**src/pm_event_regs.vh**
```
/*
 * Constants for the power-management event block: I/O ports of the
 * index/data pair, register indices, field positions and reset values.
 * Assumes inclusion by bare name from the design files; definitions only.
 */
`ifndef PM_EVENT_REGS_VH
`define PM_EVENT_REGS_VH

// I/O ports of the index/data pair
`define PM_INDEX_PORT 16'h0022
`define PM_DATA_PORT 16'h0023

// Register indices
`define IDX_MISC_EN 8'h90
`define IDX_CARD_KBD_EN 8'h91
`define IDX_TIMER_EN 8'h92
`define IDX_EDGE_EN 8'h93
`define IDX_MISC_ST 8'h94
`define IDX_CARD_KBD_ST 8'h95
`define IDX_TIMER_ST 8'h96
`define IDX_EDGE_ST 8'h97
`define IDX_ROUTE_SEL 8'h98

// Reset values
`define RST_BYTE 8'h00
`define RST_TIMER 5'h00
`define RST_TIMER_ST 6'h00
`define RST_MISC_EN 6'h00

// Miscellaneous enable / status fields
`define MISC_WAKE 7
`define MISC_SERIAL_RX 6
`define MISC_RING 5
`define MISC_ALARM 4
`define MISC_SUSP_RISE 3
`define MISC_SUSP_FALL 2
`define MISC_FORCE_NMI 1
`define MISC_FORCE_SMI 0

// Card / keyboard field: key press or XT byte
`define CK_KEY_PRESS 4

// Timer status field of the general-purpose pin event
`define TM_GP_PIN 5

// Route select fields (0 = SMI, 1 = NMI)
`define SEL_ALARM 7
`define SEL_UART 6
`define SEL_CARD 5
`define SEL_WAKE 4
`define SEL_KBD 3
`define SEL_SUSP 2
`define SEL_BATT 1
`define SEL_TIMER 0

// Pin slots of the synchroniser and edge unit
`define PIN_BL0 0
`define PIN_BL1 1
`define PIN_BL2 2
`define PIN_AC 3
`define PIN_SUSP 4
`define PIN_SIN 5
`define PIN_RIN 6

`endif

```
**src/pin_sync.v**
```verilog
/*
 * Three-stage input synchroniser for a group of pins.
 * Assumes asynchronous pins; the filtered level changes once stages two
 * and three agree.
 */
`timescale 1ns/10ps
module pin_sync #(
    parameter WIDTH = 7
) (
    // Clock and reset
    input wire clk_in,
    input wire rst_n_in,
    // Pins and filtered levels
    input wire [WIDTH-1:0] pin_in,
    output reg [WIDTH-1:0] level_out
);
    reg [WIDTH-1:0] s1_q;
    reg [WIDTH-1:0] s2_q;
    reg [WIDTH-1:0] s3_q;
    integer i;

    always @(posedge clk_in) begin
        if (!rst_n_in) begin
            s1_q <= {WIDTH{1'b0}};
            s2_q <= {WIDTH{1'b0}};
            s3_q <= {WIDTH{1'b0}};
            level_out <= {WIDTH{1'b0}};
        end else begin
            s1_q <= pin_in;
            s2_q <= s1_q;
            s3_q <= s2_q;
            for (i = 0; i < WIDTH; i = i + 1) begin
                if (s2_q[i] == s3_q[i]) begin
                    level_out[i] <= s3_q[i];
                end
            end
        end
    end
endmodule

```
**src/edge_event_unit.v**
```verilog
/*
 * Edge event detector with enable-time level check.
 * An event fires when (enable and post-edge level) goes from false to true,
 * so a real edge while enabled and enabling while already at the post-edge
 * level both fire once. Assumes synchronised levels on the same clock.
 */
`timescale 1ns/10ps
module edge_event_unit #(
    parameter WIDTH = 7
) (
    // Clock and reset
    input wire clk_in,
    input wire rst_n_in,
    // Levels and enables
    input wire [WIDTH-1:0] level_in,
    input wire [WIDTH-1:0] rise_en_in,
    input wire [WIDTH-1:0] fall_en_in,
    // One-cycle event pulses
    output wire [WIDTH-1:0] rise_evt_out,
    output wire [WIDTH-1:0] fall_evt_out
);
    wire [WIDTH-1:0] rise_cond;
    wire [WIDTH-1:0] fall_cond;
    reg [WIDTH-1:0] rise_prev_q;
    reg [WIDTH-1:0] fall_prev_q;

    genvar g;
    generate
        for (g = 0; g < WIDTH; g = g + 1) begin : slot
            assign rise_cond[g] = rise_en_in[g] & level_in[g];
            assign fall_cond[g] = fall_en_in[g] & ~level_in[g];
            assign rise_evt_out[g] = rise_cond[g] & ~rise_prev_q[g];
            assign fall_evt_out[g] = fall_cond[g] & ~fall_prev_q[g];
        end
    endgenerate

    always @(posedge clk_in) begin
        if (!rst_n_in) begin
            rise_prev_q <= {WIDTH{1'b0}};
            fall_prev_q <= {WIDTH{1'b0}};
        end else begin
            rise_prev_q <= rise_cond;
            fall_prev_q <= fall_cond;
        end
    end
endmodule

```
**src/pm_event_ctrl.v**
```verilog
/*
 * Power-management event collector: enables, sticky status and routing of
 * many event sources onto SMI and NMI requests, reached through an
 * index/data I/O port pair.
 * Assumes on-chip event inputs are one-cycle pulses on clk_in and that the
 * battery, AC, suspend/resume, serial input and ring pins are asynchronous.
 */

`timescale 1ns/10ps
`include "pm_event_regs.vh"
module pm_event_ctrl #(
    parameter ADDR_WIDTH = 16
) (
    // Clock and reset
    input wire clk_in,
    input wire rst_n_in,
    // I/O port access
    input wire [ADDR_WIDTH-1:0] io_addr_in,
    input wire io_wr_in,
    input wire io_rd_in,
    input wire [7:0] io_wdata_in,
    output reg [7:0] io_rdata_out,
    // Asynchronous pins
    input wire ac_power_present_in,
    input wire battery_low_zero_in,
    input wire battery_low_one_in,
    input wire battery_low_two_in,
    input wire suspend_resume_pin_in,
    input wire serial_rx_pin_in,
    input wire ring_ind_pin_in,
    // On-chip event pulses
    input wire wakeup_evt_in,
    input wire alarm_evt_in,
    input wire [7:0] card_kbd_evt_in,
    input wire [4:0] timer_evt_in,
    input wire gp_pin_evt_in,
    // XT keyboard mode and its control bit
    input wire xt_mode_in,
    input wire xt_ctl_bit_in,
    // Requests to the core
    output reg smi_req_out,
    output reg nmi_req_out
);
    localparam PAIRS = 4;
    localparam PINS = 7;

    reg [7:0] index_q;
    reg [7:2] misc_en_q;
    reg [7:0] card_kbd_en_q;
    reg [4:0] timer_en_q;
    reg [7:0] edge_en_q;
    reg [7:0] misc_st_q;
    reg [7:0] misc_st_d;
    reg [7:0] card_kbd_st_q;
    reg [7:0] card_kbd_st_d;
    reg [5:0] timer_st_q;
    reg [5:0] timer_st_d;
    reg [7:0] edge_st_q;
    reg [7:0] edge_st_d;
    reg [7:0] route_sel_q;
    reg xt_hold_q;
    reg xt_ctl_prev_q;
    reg [7:0] rd_mux;
    reg [7:0] group_req;

    wire data_wr = io_wr_in & (io_addr_in == `PM_DATA_PORT);
    wire index_wr = io_wr_in & (io_addr_in == `PM_INDEX_PORT);
    wire [PINS-1:0] pin_level;
    wire [PINS-1:0] pin_rise_en;
    wire [PINS-1:0] pin_fall_en;
    wire [PINS-1:0] pin_rise;
    wire [PINS-1:0] pin_fall;
    wire [7:0] edge_set;
    wire [7:0] edge_clr;
    wire [7:0] misc_set;
    wire [7:0] card_kbd_set;
    wire [5:0] timer_set;

    // Write strobe for one register index
    function hit;
        input wr;
        input [7:0] cur_idx;
        input [7:0] idx;
        begin
            hit = wr & (cur_idx == idx);
        end
    endfunction

    pin_sync #(
        .WIDTH(PINS)
    ) u_sync (
        .clk_in(clk_in),
        .rst_n_in(rst_n_in),
        .pin_in({ring_ind_pin_in, serial_rx_pin_in, suspend_resume_pin_in,
                 ac_power_present_in, battery_low_two_in,
                 battery_low_one_in, battery_low_zero_in}),
        .level_out(pin_level)
    );

    genvar p;
    generate
        for (p = 0; p < PAIRS; p = p + 1) begin : pair
            assign pin_rise_en[p] = edge_en_q[2*p+1];
            assign pin_fall_en[p] = edge_en_q[2*p];
            assign edge_set[2*p+1] = pin_rise[p];
            assign edge_set[2*p] = pin_fall[p];
            // Pair clears only when both bits are written as zero
            assign edge_clr[2*p+1] = ~io_wdata_in[2*p+1] &
                ~io_wdata_in[2*p];
            assign edge_clr[2*p] = edge_clr[2*p+1];
        end
    endgenerate

    assign pin_rise_en[`PIN_SUSP] = misc_en_q[`MISC_SUSP_RISE];
    assign pin_fall_en[`PIN_SUSP] = misc_en_q[`MISC_SUSP_FALL];
    assign pin_rise_en[`PIN_SIN] = 1'b0;
    assign pin_fall_en[`PIN_SIN] = misc_en_q[`MISC_SERIAL_RX];
    assign pin_rise_en[`PIN_RIN] = 1'b0;
    assign pin_fall_en[`PIN_RIN] = misc_en_q[`MISC_RING];

    edge_event_unit #(
        .WIDTH(PINS)
    ) u_edge (
        .clk_in(clk_in),
        .rst_n_in(rst_n_in),
        .level_in(pin_level),
        .rise_en_in(pin_rise_en),
        .fall_en_in(pin_fall_en),
        .rise_evt_out(pin_rise),
        .fall_evt_out(pin_fall)
    );

    // Sources gated by their enables, except the force bits and the general-purpose pin event
    assign misc_set = {
        wakeup_evt_in & misc_en_q[`MISC_WAKE],
        pin_fall[`PIN_SIN],
        pin_fall[`PIN_RIN],
        alarm_evt_in & misc_en_q[`MISC_ALARM],
        pin_rise[`PIN_SUSP],
        pin_fall[`PIN_SUSP],
        hit(data_wr, index_q, `IDX_MISC_EN) &
            io_wdata_in[`MISC_FORCE_NMI],
        hit(data_wr, index_q, `IDX_MISC_EN) &
            io_wdata_in[`MISC_FORCE_SMI]
    };
    assign card_kbd_set = card_kbd_evt_in & card_kbd_en_q;
    assign timer_set = {gp_pin_evt_in,
                        timer_evt_in & timer_en_q};

    // Status next values: a set in the clearing cycle wins
    always @* begin
        misc_st_d = misc_st_q;
        card_kbd_st_d = card_kbd_st_q;
        timer_st_d = timer_st_q;
        edge_st_d = edge_st_q;
        if (hit(data_wr, index_q, `IDX_MISC_ST)) begin
            misc_st_d = misc_st_q & io_wdata_in;
            // Suspend pin pair clears only on 00b
            misc_st_d[`MISC_SUSP_RISE] = misc_st_q[`MISC_SUSP_RISE] &
                (io_wdata_in[`MISC_SUSP_RISE] |
                 io_wdata_in[`MISC_SUSP_FALL]);
            misc_st_d[`MISC_SUSP_FALL] = misc_st_q[`MISC_SUSP_FALL] &
                (io_wdata_in[`MISC_SUSP_RISE] |
                 io_wdata_in[`MISC_SUSP_FALL]);
        end
        if (hit(data_wr, index_q, `IDX_CARD_KBD_ST)) begin
            card_kbd_st_d = card_kbd_st_q & io_wdata_in;
        end
        if (hit(data_wr, index_q, `IDX_TIMER_ST)) begin
            timer_st_d = timer_st_q & io_wdata_in[5:0];
        end
        if (hit(data_wr, index_q, `IDX_EDGE_ST)) begin
            edge_st_d = edge_st_q & ~edge_clr;
        end
        misc_st_d = misc_st_d | misc_set;
        card_kbd_st_d = card_kbd_st_d | card_kbd_set;
        timer_st_d = timer_st_d | timer_set;
        edge_st_d = edge_st_d | edge_set;
    end

    // Register file and status flip-flops
    always @(posedge clk_in) begin
        if (!rst_n_in) begin
            index_q <= `RST_BYTE;
            misc_en_q <= `RST_MISC_EN;
            card_kbd_en_q <= `RST_BYTE;
            timer_en_q <= `RST_TIMER;
            edge_en_q <= `RST_BYTE;
            misc_st_q <= `RST_BYTE;
            card_kbd_st_q <= `RST_BYTE;
            timer_st_q <= `RST_TIMER_ST;
            edge_st_q <= `RST_BYTE;
            route_sel_q <= `RST_BYTE;
        end else begin
            if (index_wr) begin
                index_q <= io_wdata_in;
            end
            if (hit(data_wr, index_q, `IDX_MISC_EN)) begin
                misc_en_q <= io_wdata_in[7:2];
            end
            if (hit(data_wr, index_q, `IDX_CARD_KBD_EN)) begin
                card_kbd_en_q <= io_wdata_in;
            end
            if (hit(data_wr, index_q, `IDX_TIMER_EN)) begin
                timer_en_q <= io_wdata_in[4:0];
            end
            if (hit(data_wr, index_q, `IDX_EDGE_EN)) begin
                edge_en_q <= io_wdata_in;
            end
            if (hit(data_wr, index_q, `IDX_ROUTE_SEL)) begin
                route_sel_q <= io_wdata_in;
            end
            misc_st_q <= misc_st_d;
            card_kbd_st_q <= card_kbd_st_d;
            timer_st_q <= timer_st_d;
            edge_st_q <= edge_st_d;
        end
    end

    // XT keyboard events stay pending until the control bit toggles
    always @(posedge clk_in) begin
        if (!rst_n_in) begin
            xt_hold_q <= 1'b0;
            xt_ctl_prev_q <= 1'b0;
        end else begin
            xt_ctl_prev_q <= xt_ctl_bit_in;
            if (xt_mode_in & card_kbd_set[`CK_KEY_PRESS]) begin
                xt_hold_q <= 1'b1;
            end else if (xt_ctl_bit_in != xt_ctl_prev_q) begin
                xt_hold_q <= 1'b0;
            end
        end
    end

    // Read data; force bits of the enable register and reserved bits read as zero
    always @* begin
        case (index_q)
            `IDX_MISC_EN: rd_mux = {misc_en_q, 2'b00};
            `IDX_CARD_KBD_EN: rd_mux = card_kbd_en_q;
            `IDX_TIMER_EN: rd_mux = {3'b000, timer_en_q};
            `IDX_EDGE_EN: rd_mux = edge_en_q;
            `IDX_MISC_ST: rd_mux = misc_st_q;
            `IDX_CARD_KBD_ST: rd_mux = card_kbd_st_q;
            `IDX_TIMER_ST: rd_mux = {2'b00, timer_st_q};
            `IDX_EDGE_ST: rd_mux = edge_st_q;
            `IDX_ROUTE_SEL: rd_mux = route_sel_q;
            default: rd_mux = `RST_BYTE;
        endcase
    end

    always @(posedge clk_in) begin
        if (!rst_n_in) begin
            io_rdata_out <= `RST_BYTE;
        end else if (io_rd_in & (io_addr_in == `PM_INDEX_PORT)) begin
            io_rdata_out <= index_q;
        end else if (io_rd_in & (io_addr_in == `PM_DATA_PORT)) begin
            io_rdata_out <= rd_mux;
        end
    end

    // Group requests, held while any status bit other than the force bits stays set
    always @* begin
        group_req = `RST_BYTE;
        group_req[`SEL_ALARM] = misc_st_q[`MISC_ALARM];
        group_req[`SEL_UART] = misc_st_q[`MISC_SERIAL_RX] |
            misc_st_q[`MISC_RING];
        group_req[`SEL_CARD] = |card_kbd_st_q[3:0];
        group_req[`SEL_WAKE] = misc_st_q[`MISC_WAKE];
        group_req[`SEL_KBD] = (|card_kbd_st_q[7:4]) | xt_hold_q;
        group_req[`SEL_SUSP] = misc_st_q[`MISC_SUSP_RISE] |
            misc_st_q[`MISC_SUSP_FALL];
        group_req[`SEL_BATT] = |edge_st_q;
        group_req[`SEL_TIMER] = |timer_st_q;
    end

    always @(posedge clk_in) begin
        if (!rst_n_in) begin
            smi_req_out <= 1'b0;
            nmi_req_out <= 1'b0;
        end else begin
            smi_req_out <= (|(group_req & ~route_sel_q)) |
                misc_st_q[`MISC_FORCE_SMI];
            nmi_req_out <= (|(group_req & route_sel_q)) |
                misc_st_q[`MISC_FORCE_NMI];
        end
    end
endmodule

```
**config.mk**
```make
export PLATFORM = sky130hd
export DESIGN_NAME = pm_event_ctrl
export DESIGN_NICKNAME = d
export VERILOG_FILES = /design/src/pin_sync.v /design/src/edge_event_unit.v /design/src/pm_event_ctrl.v
export VERILOG_INCLUDE_DIRS = /design/src
export SDC_FILE = /design/constraint.sdc
export NUM_CORES = 1
export LEC_CHECK = 0
export ABC_AREA = 1
export BUFFER_PORTS_ARGS = -buffer_cell sky130_fd_sc_hd__buf_2
export CORE_MARGIN = 5
export CORE_UTILIZATION = 50
export CTS_CLUSTER_DIAMETER = 100
export DETAILED_ROUTE_END_ITERATION = 6
export PLACE_DENSITY = 0.7
export SLEW_MARGIN = 20
export SYNTH_ARGS = -nofsm -noshare
export SYNTH_HDL_FRONTEND = slang
export SYNTH_SLANG_ARGS = --single-unit
```
**constraint.sdc**
```tcl
create_clock -name clk_in -period 1.95 [get_ports clk_in]
set_input_delay 0.0975 -clock clk_in [delete_from_list [all_inputs] [get_ports clk_in]]
set_output_delay 0.0975 -clock clk_in [all_outputs]
set_load 0.1 [all_outputs]
```
; ---- Word-level counts from Yosys, hierarchy flattened
; Index checks and enable logic that the tools add are counted.
[totals]
regBits = 125
inputBits = 53
out_inout_bits = 10
wordCells = 158
[op_classes]
n_eq_ne = 19
n_mux = 9
n_bitwise = 95
n_reduce_logical = 8
[op_table]
columns = op, count
row1 = $eq A8 B8 Y1 const B, 9
row2 = $pmux W8 S9, 1
row3 = $and A1 B1 Y1, 48
row4 = $and A8 B8 Y8, 6
row5 = $mux W8, 5
row6 = $eq A16 B6 Y1 const B, 2
row7 = $not A1 Y1, 27
row8 = $or A8 B8 Y8, 3
row9 = $reduce_or A8 Y1, 3
row10 = $not A8 Y8, 2
row11 = $reduce_or A4 Y1, 2
row12 = $eq A1 B1 Y1, 7
row13 = $and A6 B6 Y6, 1
row14 = $mux W6, 1
row15 = $or A1 B1 Y1, 6
row16 = $or A6 B6 Y6, 1
row17 = $reduce_or A6 Y1, 1
row18 = $and A5 B5 Y5, 1
row19 = $reduce_bool A2 Y1, 2
row20 = $mux W1, 2
row21 = $ne A1 B1 Y1, 1

; ---- Logic depth before layout (Yosys ltp)
[logic_depth]
depth_word = 6
depth_mapped = 12
depth_no_buf = 11

; ---- Hierarchy
; From an unflattened synthesis, not the netlist that was laid out.
[unflattened]
cells_unflattened = 772
area_unflattened_um2 = 5554.1
[modules_own_cells]
columns = module, instances, cells_per_inst, area_each_um2, seq_area_each_um2
row1 = pm_event_ctrl, 1, 613, 4222.8, 1701.6
row2 = pin_sync, 1, 94, 852.1, 560.5
row3 = edge_event_unit, 1, 65, 479.2, 280.3

; ---- Least setup slack after synthesis
; Ideal clock, no wire load.
[synth_path]
path_type = reg2reg
start = reg index_q[6]
end = reg edge_st_q[0]
t_arrival_ps = 1345
required_ps = 1838
slack_ps = 493
path_stages_with_launch = 11
period_less_slack_ps = 1457
path_cell_list = dfxtp_1 > inv_1 > nand2_1 > nor2_1 > buf_2 > buf_2 > nand2_1 > nor2_1 > nand3_1 > nand2_1 > nand2_1
[synth_between]
elab_chain_len = 4
[synth_rtl]
columns = item, line_no
row1 = from (decl), pm_event_ctrl.v:47  ; reg [7:0] index_q;
row2 = from (signal assigned), pm_event_ctrl.v:184  ; index_q <= `RST_BYTE;
row3 = from (signal assigned), pm_event_ctrl.v:196  ; index_q <= io_wdata_in;
row4 = $eq A8 B8 Y1, pm_event_ctrl.v:85  ; hit = wr & (cur_idx == idx);
row5 = $and A1 B1 Y1, pm_event_ctrl.v:85
row6 = $mux W8, pm_event_ctrl.v:172  ; if (hit(data_wr, index_q, `IDX_EDGE_ST)) begin
row7 = $or A8 B8 Y8, pm_event_ctrl.v:178  ; edge_st_d = edge_st_d | edge_set;
row8 = to (signal assigned), pm_event_ctrl.v:192  ; edge_st_q <= `RST_BYTE;
row9 = to (signal assigned), pm_event_ctrl.v:216  ; edge_st_q <= edge_st_d;
row10 = to (decl), pm_event_ctrl.v:58  ; reg [7:0] edge_st_q;
; No other way between the ends.
; A chain may end at the register's enable or synchronous reset.

; ---- Worst setup path after layout
[layout_path]
start = reg index_q[7]
end = reg io_rdata_out[6]
[layout_between]
elab_chain_len = 4
elab_cells_between_ends = 12
[layout_rtl]
columns = item, line_no
row1 = $eq A8 B8 Y1, pm_event_ctrl.v:237  ; case (index_q)
row2 = $pmux W8 S9 (*), pm_event_ctrl.v:237
row3 = $mux W8 (*), pm_event_ctrl.v:256  ; end else if (io_rd_in & (io_addr_in == `PM_DATA_PORT)) begin
row4 = $mux W8 (*), pm_event_ctrl.v:254  ; end else if (io_rd_in & (io_addr_in == `PM_INDEX_PORT)) begin
row5 = to (signal assigned), pm_event_ctrl.v:253  ; io_rdata_out <= `RST_BYTE;
row6 = to (signal assigned), pm_event_ctrl.v:255  ; io_rdata_out <= index_q;
row7 = to (signal assigned), pm_event_ctrl.v:257  ; io_rdata_out <= rd_mux;
row8 = to (decl), pm_event_ctrl.v:22  ; output reg [7:0] io_rdata_out,
; Mark *: on every way between the ends. The rest lies on a longest branch, timed or not. The select of a mux whose other input is x is not followed.

==> impl_metrics.csv <==
group,metric,value,unit
outcome,run_status,"finished clean",
layout,layoutNonFillerInstCount,1139,
yosys,synth-seq-cells,125,
placement,placed_instances,1081,
layout,antenna_cells,0,
yosys,edff_count_synth,0,
cts,htree_num_levels,4,
yosys,synthFlopType,"dfxtp_1",
worst_setup_path,r2r_setup_slack,0.23,ns
yosys,ys_warn_count,0,
drt,vias_per_cell,5.16,
worst_setup_path,worst-r2r-cell-count,11,
sta,relSlewSlack,67.1,%
sta,accumulated_negative_setup_slack,0,ns
worst_setup_path,timing.critical_path.required,2.32,ns
sta,final-hold-violation-count,0,
yosys,synth.lib_cells_used.distinct,34,
sta,clock.fmax,0.581,GHz
floorplanning,dieHeight,119,µm
sta,period_needed,1.72,ns
yosys,netlist_instances,895,
drt,via_total_after_detailed_routing,5873,
worst_setup_path,cp_data_arrival_time,2.09,ns
worst_setup_path,startpoint_type,"register",
flow_run,timing.max_cap.violations,0,
cts,tritoncts_clock_tree,"yes",
worst_setup_path,worstSetupStartpoint,"index_q[7]",
global_routing,aggregate_global_route_resource_usage,24.0,%
power_and_ir_drop,worst_ir_drop_vdd,0.000718,V
cts,max-clock-path-buffers,2,
worst_setup_path,critical_path.endpoint_type,"register",
sta,clock_skew,0.00809,ns
floorplanning,dieArea,14200,µm²
placement,place.port_buffers,62,
global_routing,first_global_vias,5398,
min_path,hp-class,"in2reg",
cts,path_clk_slew,0.06,ns
power_and_ir_drop,cellLeakagePower,3.70,nW
global_routing,globalRouteOverflowTotal,0,
yosys,synth_sequential_area_ratio,41.9,%
layout,end_of_flow_core_utilization,61.6,%
layout,layout_stage_area_growth_over_the_synthesis_result,22.2,%
power_and_ir_drop,power.density_cell_area,846,nW/µm²
floorplanning,initial_utilization,50.4,%
cts,ctsRootBufferMaster,"clkbuf_16",
global_routing,grt_pass1_wl,26900,µm
drt,final_antenna_net_count,0,
yosys,postSynthAreaPerCell,6.68,µm²
drt,drt_first_iter_violations,703,
sta,rsz0062_at_grt,"no",
cts,worst_skew_pair.late_latency,0.43,ns
drt,dr.pass1.iters,6,
yosys,syn_area,5980,µm²
sta,final_min_period_over_clock_period,88.2,%
cts,ctsResizeCount,0,
sta,final_max_slew_viol_count,0,
placement,dp.final_hpwl,11400,µm
yosys,share_of_synthesized_registers_carrying_an_async_set_or_reset,0,%
drt,drt-wirelength-per-cell,14.5,µm
drt,drt_drc_violations_left,0,
cts,postCtsSetupRepairBufs,0,
worst_setup_path,critPathMaxFanout,56,
drt,wl,16500,µm
cts,numClockSinks,125,
sta,worst-slew-pin-transition,0.493,ns
worst_setup_path,worstSetupPathType,"reg2reg",
layout,drive_above_1_share,13.8,%
layout,filler_cell_count,1123,
cts,cts.hold.buffers_added,26,
worst_setup_path,reg2reg_from,"index_q[7]",
floorplanning,die_width,119,µm
floorplanning,rows,40,
cts,cts_buffers,17,
placement,gpl.final_weighted_congestion,0.976,
layout,number_of_nets_in_the_final_layout,1032,
global_routing,grt_antenna_before_repair,0,
sta,final.setup.worst_slack,0.229,ns
floorplanning,fp.coreArea,11900,µm²
floorplanning,pin_count,63,
placement,place_ws,0.261,ns
worst_setup_path,critical_path.reg2reg.endpoint,"io_rdata_out[6]",
yosys,postSynthNetCount,948,
worst_setup_path,worstSetupEndpoint,"io_rdata_out[6]",
sta,finalSetupViolCount,0,
global_routing,grt_max_degree,82,
## worst min-delay path by stage
stage	start	to	slack (ns)	cells after the start
final	io_wdata_in[6]	edge_en_q[6]	0.02	3
after detailed placement	ac_power_present_in	u_sync.s1_q[3]	0.28	3
after global routing	io_wdata_in[6]	misc_en_q[6]	0.04	3
after floorplan	xt_ctl_bit_in	xt_ctl_prev_q	0.19	2
after global placement	ac_power_present_in	u_sync.s1_q[3]	0.28	3
after CTS	io_wdata_in[6]	edge_en_q[6]	0.01	3
## cells by family (layout without fill, tap and decap cells)
| logic type | count (synthesis) | after routing | share of synthesized area [%] |
|---|---|---|---|
| simple gates | 500 | 500 | 37.9 |
| buf+inv | 169 | 266 | 11.4 |
| flops | 125 | 125 | 41.9 |
| compound gates | 99 | 99 | 8.50 |
| fa+ha+maj | 1 | 1 | 0.167 |
| xor+xnor | 1 | 1 | 0.147 |
## report_power, final
group / leakage, nW / internal, mW / switching (mW) / total [mW]
sequential: 1.01 / 2.58 / 0.00947 / 2.58
combinational: 2.38 / 0.0984 / 0.154 / 0.252
clock: 0.309 / 2.06 / 1.29 / 3.35
total: 3.70 / 4.73 / 1.45 / 6.18
## cell type report
| class | instances | area, µm² | area share (%) |
|---|---|---|---|
| Clock buffer | 17 | 425 | 5.82 |
| Clock inverter | 15 | 199 | 2.72 |
| Inverter | 133 | 499 | 6.83 |
| Multi-Input combinational cell | 601 | 2800 | 38.4 |
| Sequential cell | 125 | 2500 | 34.3 |
| Tap cell | 147 | 184 | 2.52 |
| Timing Repair Buffer | 101 | 693 | 9.49 |
## synth_stat cells (all sizes together), types with 2 or more instances
master / number / area [µm²]
clkbuf: 18 / 67.6
clkinv: 2 / 7.51
dfxtp: 125 / 2500
nor3: 3 / 15.0
nand4: 38 / 238
nor2: 85 / 387
o21ai: 31 / 155
a21oi: 63 / 315
inv: 131 / 492
nand2: 287 / 1090
nand3b: 5 / 91.3
buf: 18 / 114
o22ai: 2 / 12.5
nand3: 79 / 428
## state kept, by name (all words and copies together), names as in the netlist, 8 cells and up
| name | count |
|---|---|
| card_kbd_en_q | 8 |
| card_kbd_st_q | 8 |
| edge_en_q | 8 |
| edge_st_q | 8 |
| index_q | 8 |
| io_rdata_out | 8 |
| misc_st_q | 8 |
| route_sel_q | 8 |
## cells in the final DEF (no fill, tap or decap), drive strengths merged, types with 2 or more instances in the layout
cell type	instances
nand2	287
inv	139
dfxtp	125
nor2	85
nand3	79
buf	75
a21oi	63
nand4	38
o21ai	31
dlygate4sd3	26
clkbuf	17
clkinv	6
nand3b	5
nor3	3
bufinv	3
o22ai	2
## through the flow
step                power [mW]  cell area, µm²  hold slack [ns]
CTS                       6.21            7300           0.0145
global placement          2.85            6420            0.280
finish                    6.18            7300           0.0163
detailed placement        2.85            6420            0.284
global route              6.36            7300           0.0353
floorplan                 2.75            5980            0.191
## worst max-delay path, cell delays in order (launching register included)
cell	delay, ns
dfxtp_1	0.35
nand2_1	0.10
nor2_4	0.13
buf_12	0.23
nand2_1	0.10
inv_1	0.19
nand2_1	0.09
nand2_1	0.07
nor2_1	0.04
nand2_1	0.11
nand2_1	0.08
a21oi_1	0.13
## layer usage
metal	global-route usage, %	vias to the layer above	routed length, µm
met5	0	-	0
met3	5.22	29	1300
met4	10.0	0	406
met1	33.1	2616	7640
li1	-	2999	-
met2	36.2	229	7190
No activity file was read; power rests on OpenSTA's default activity.
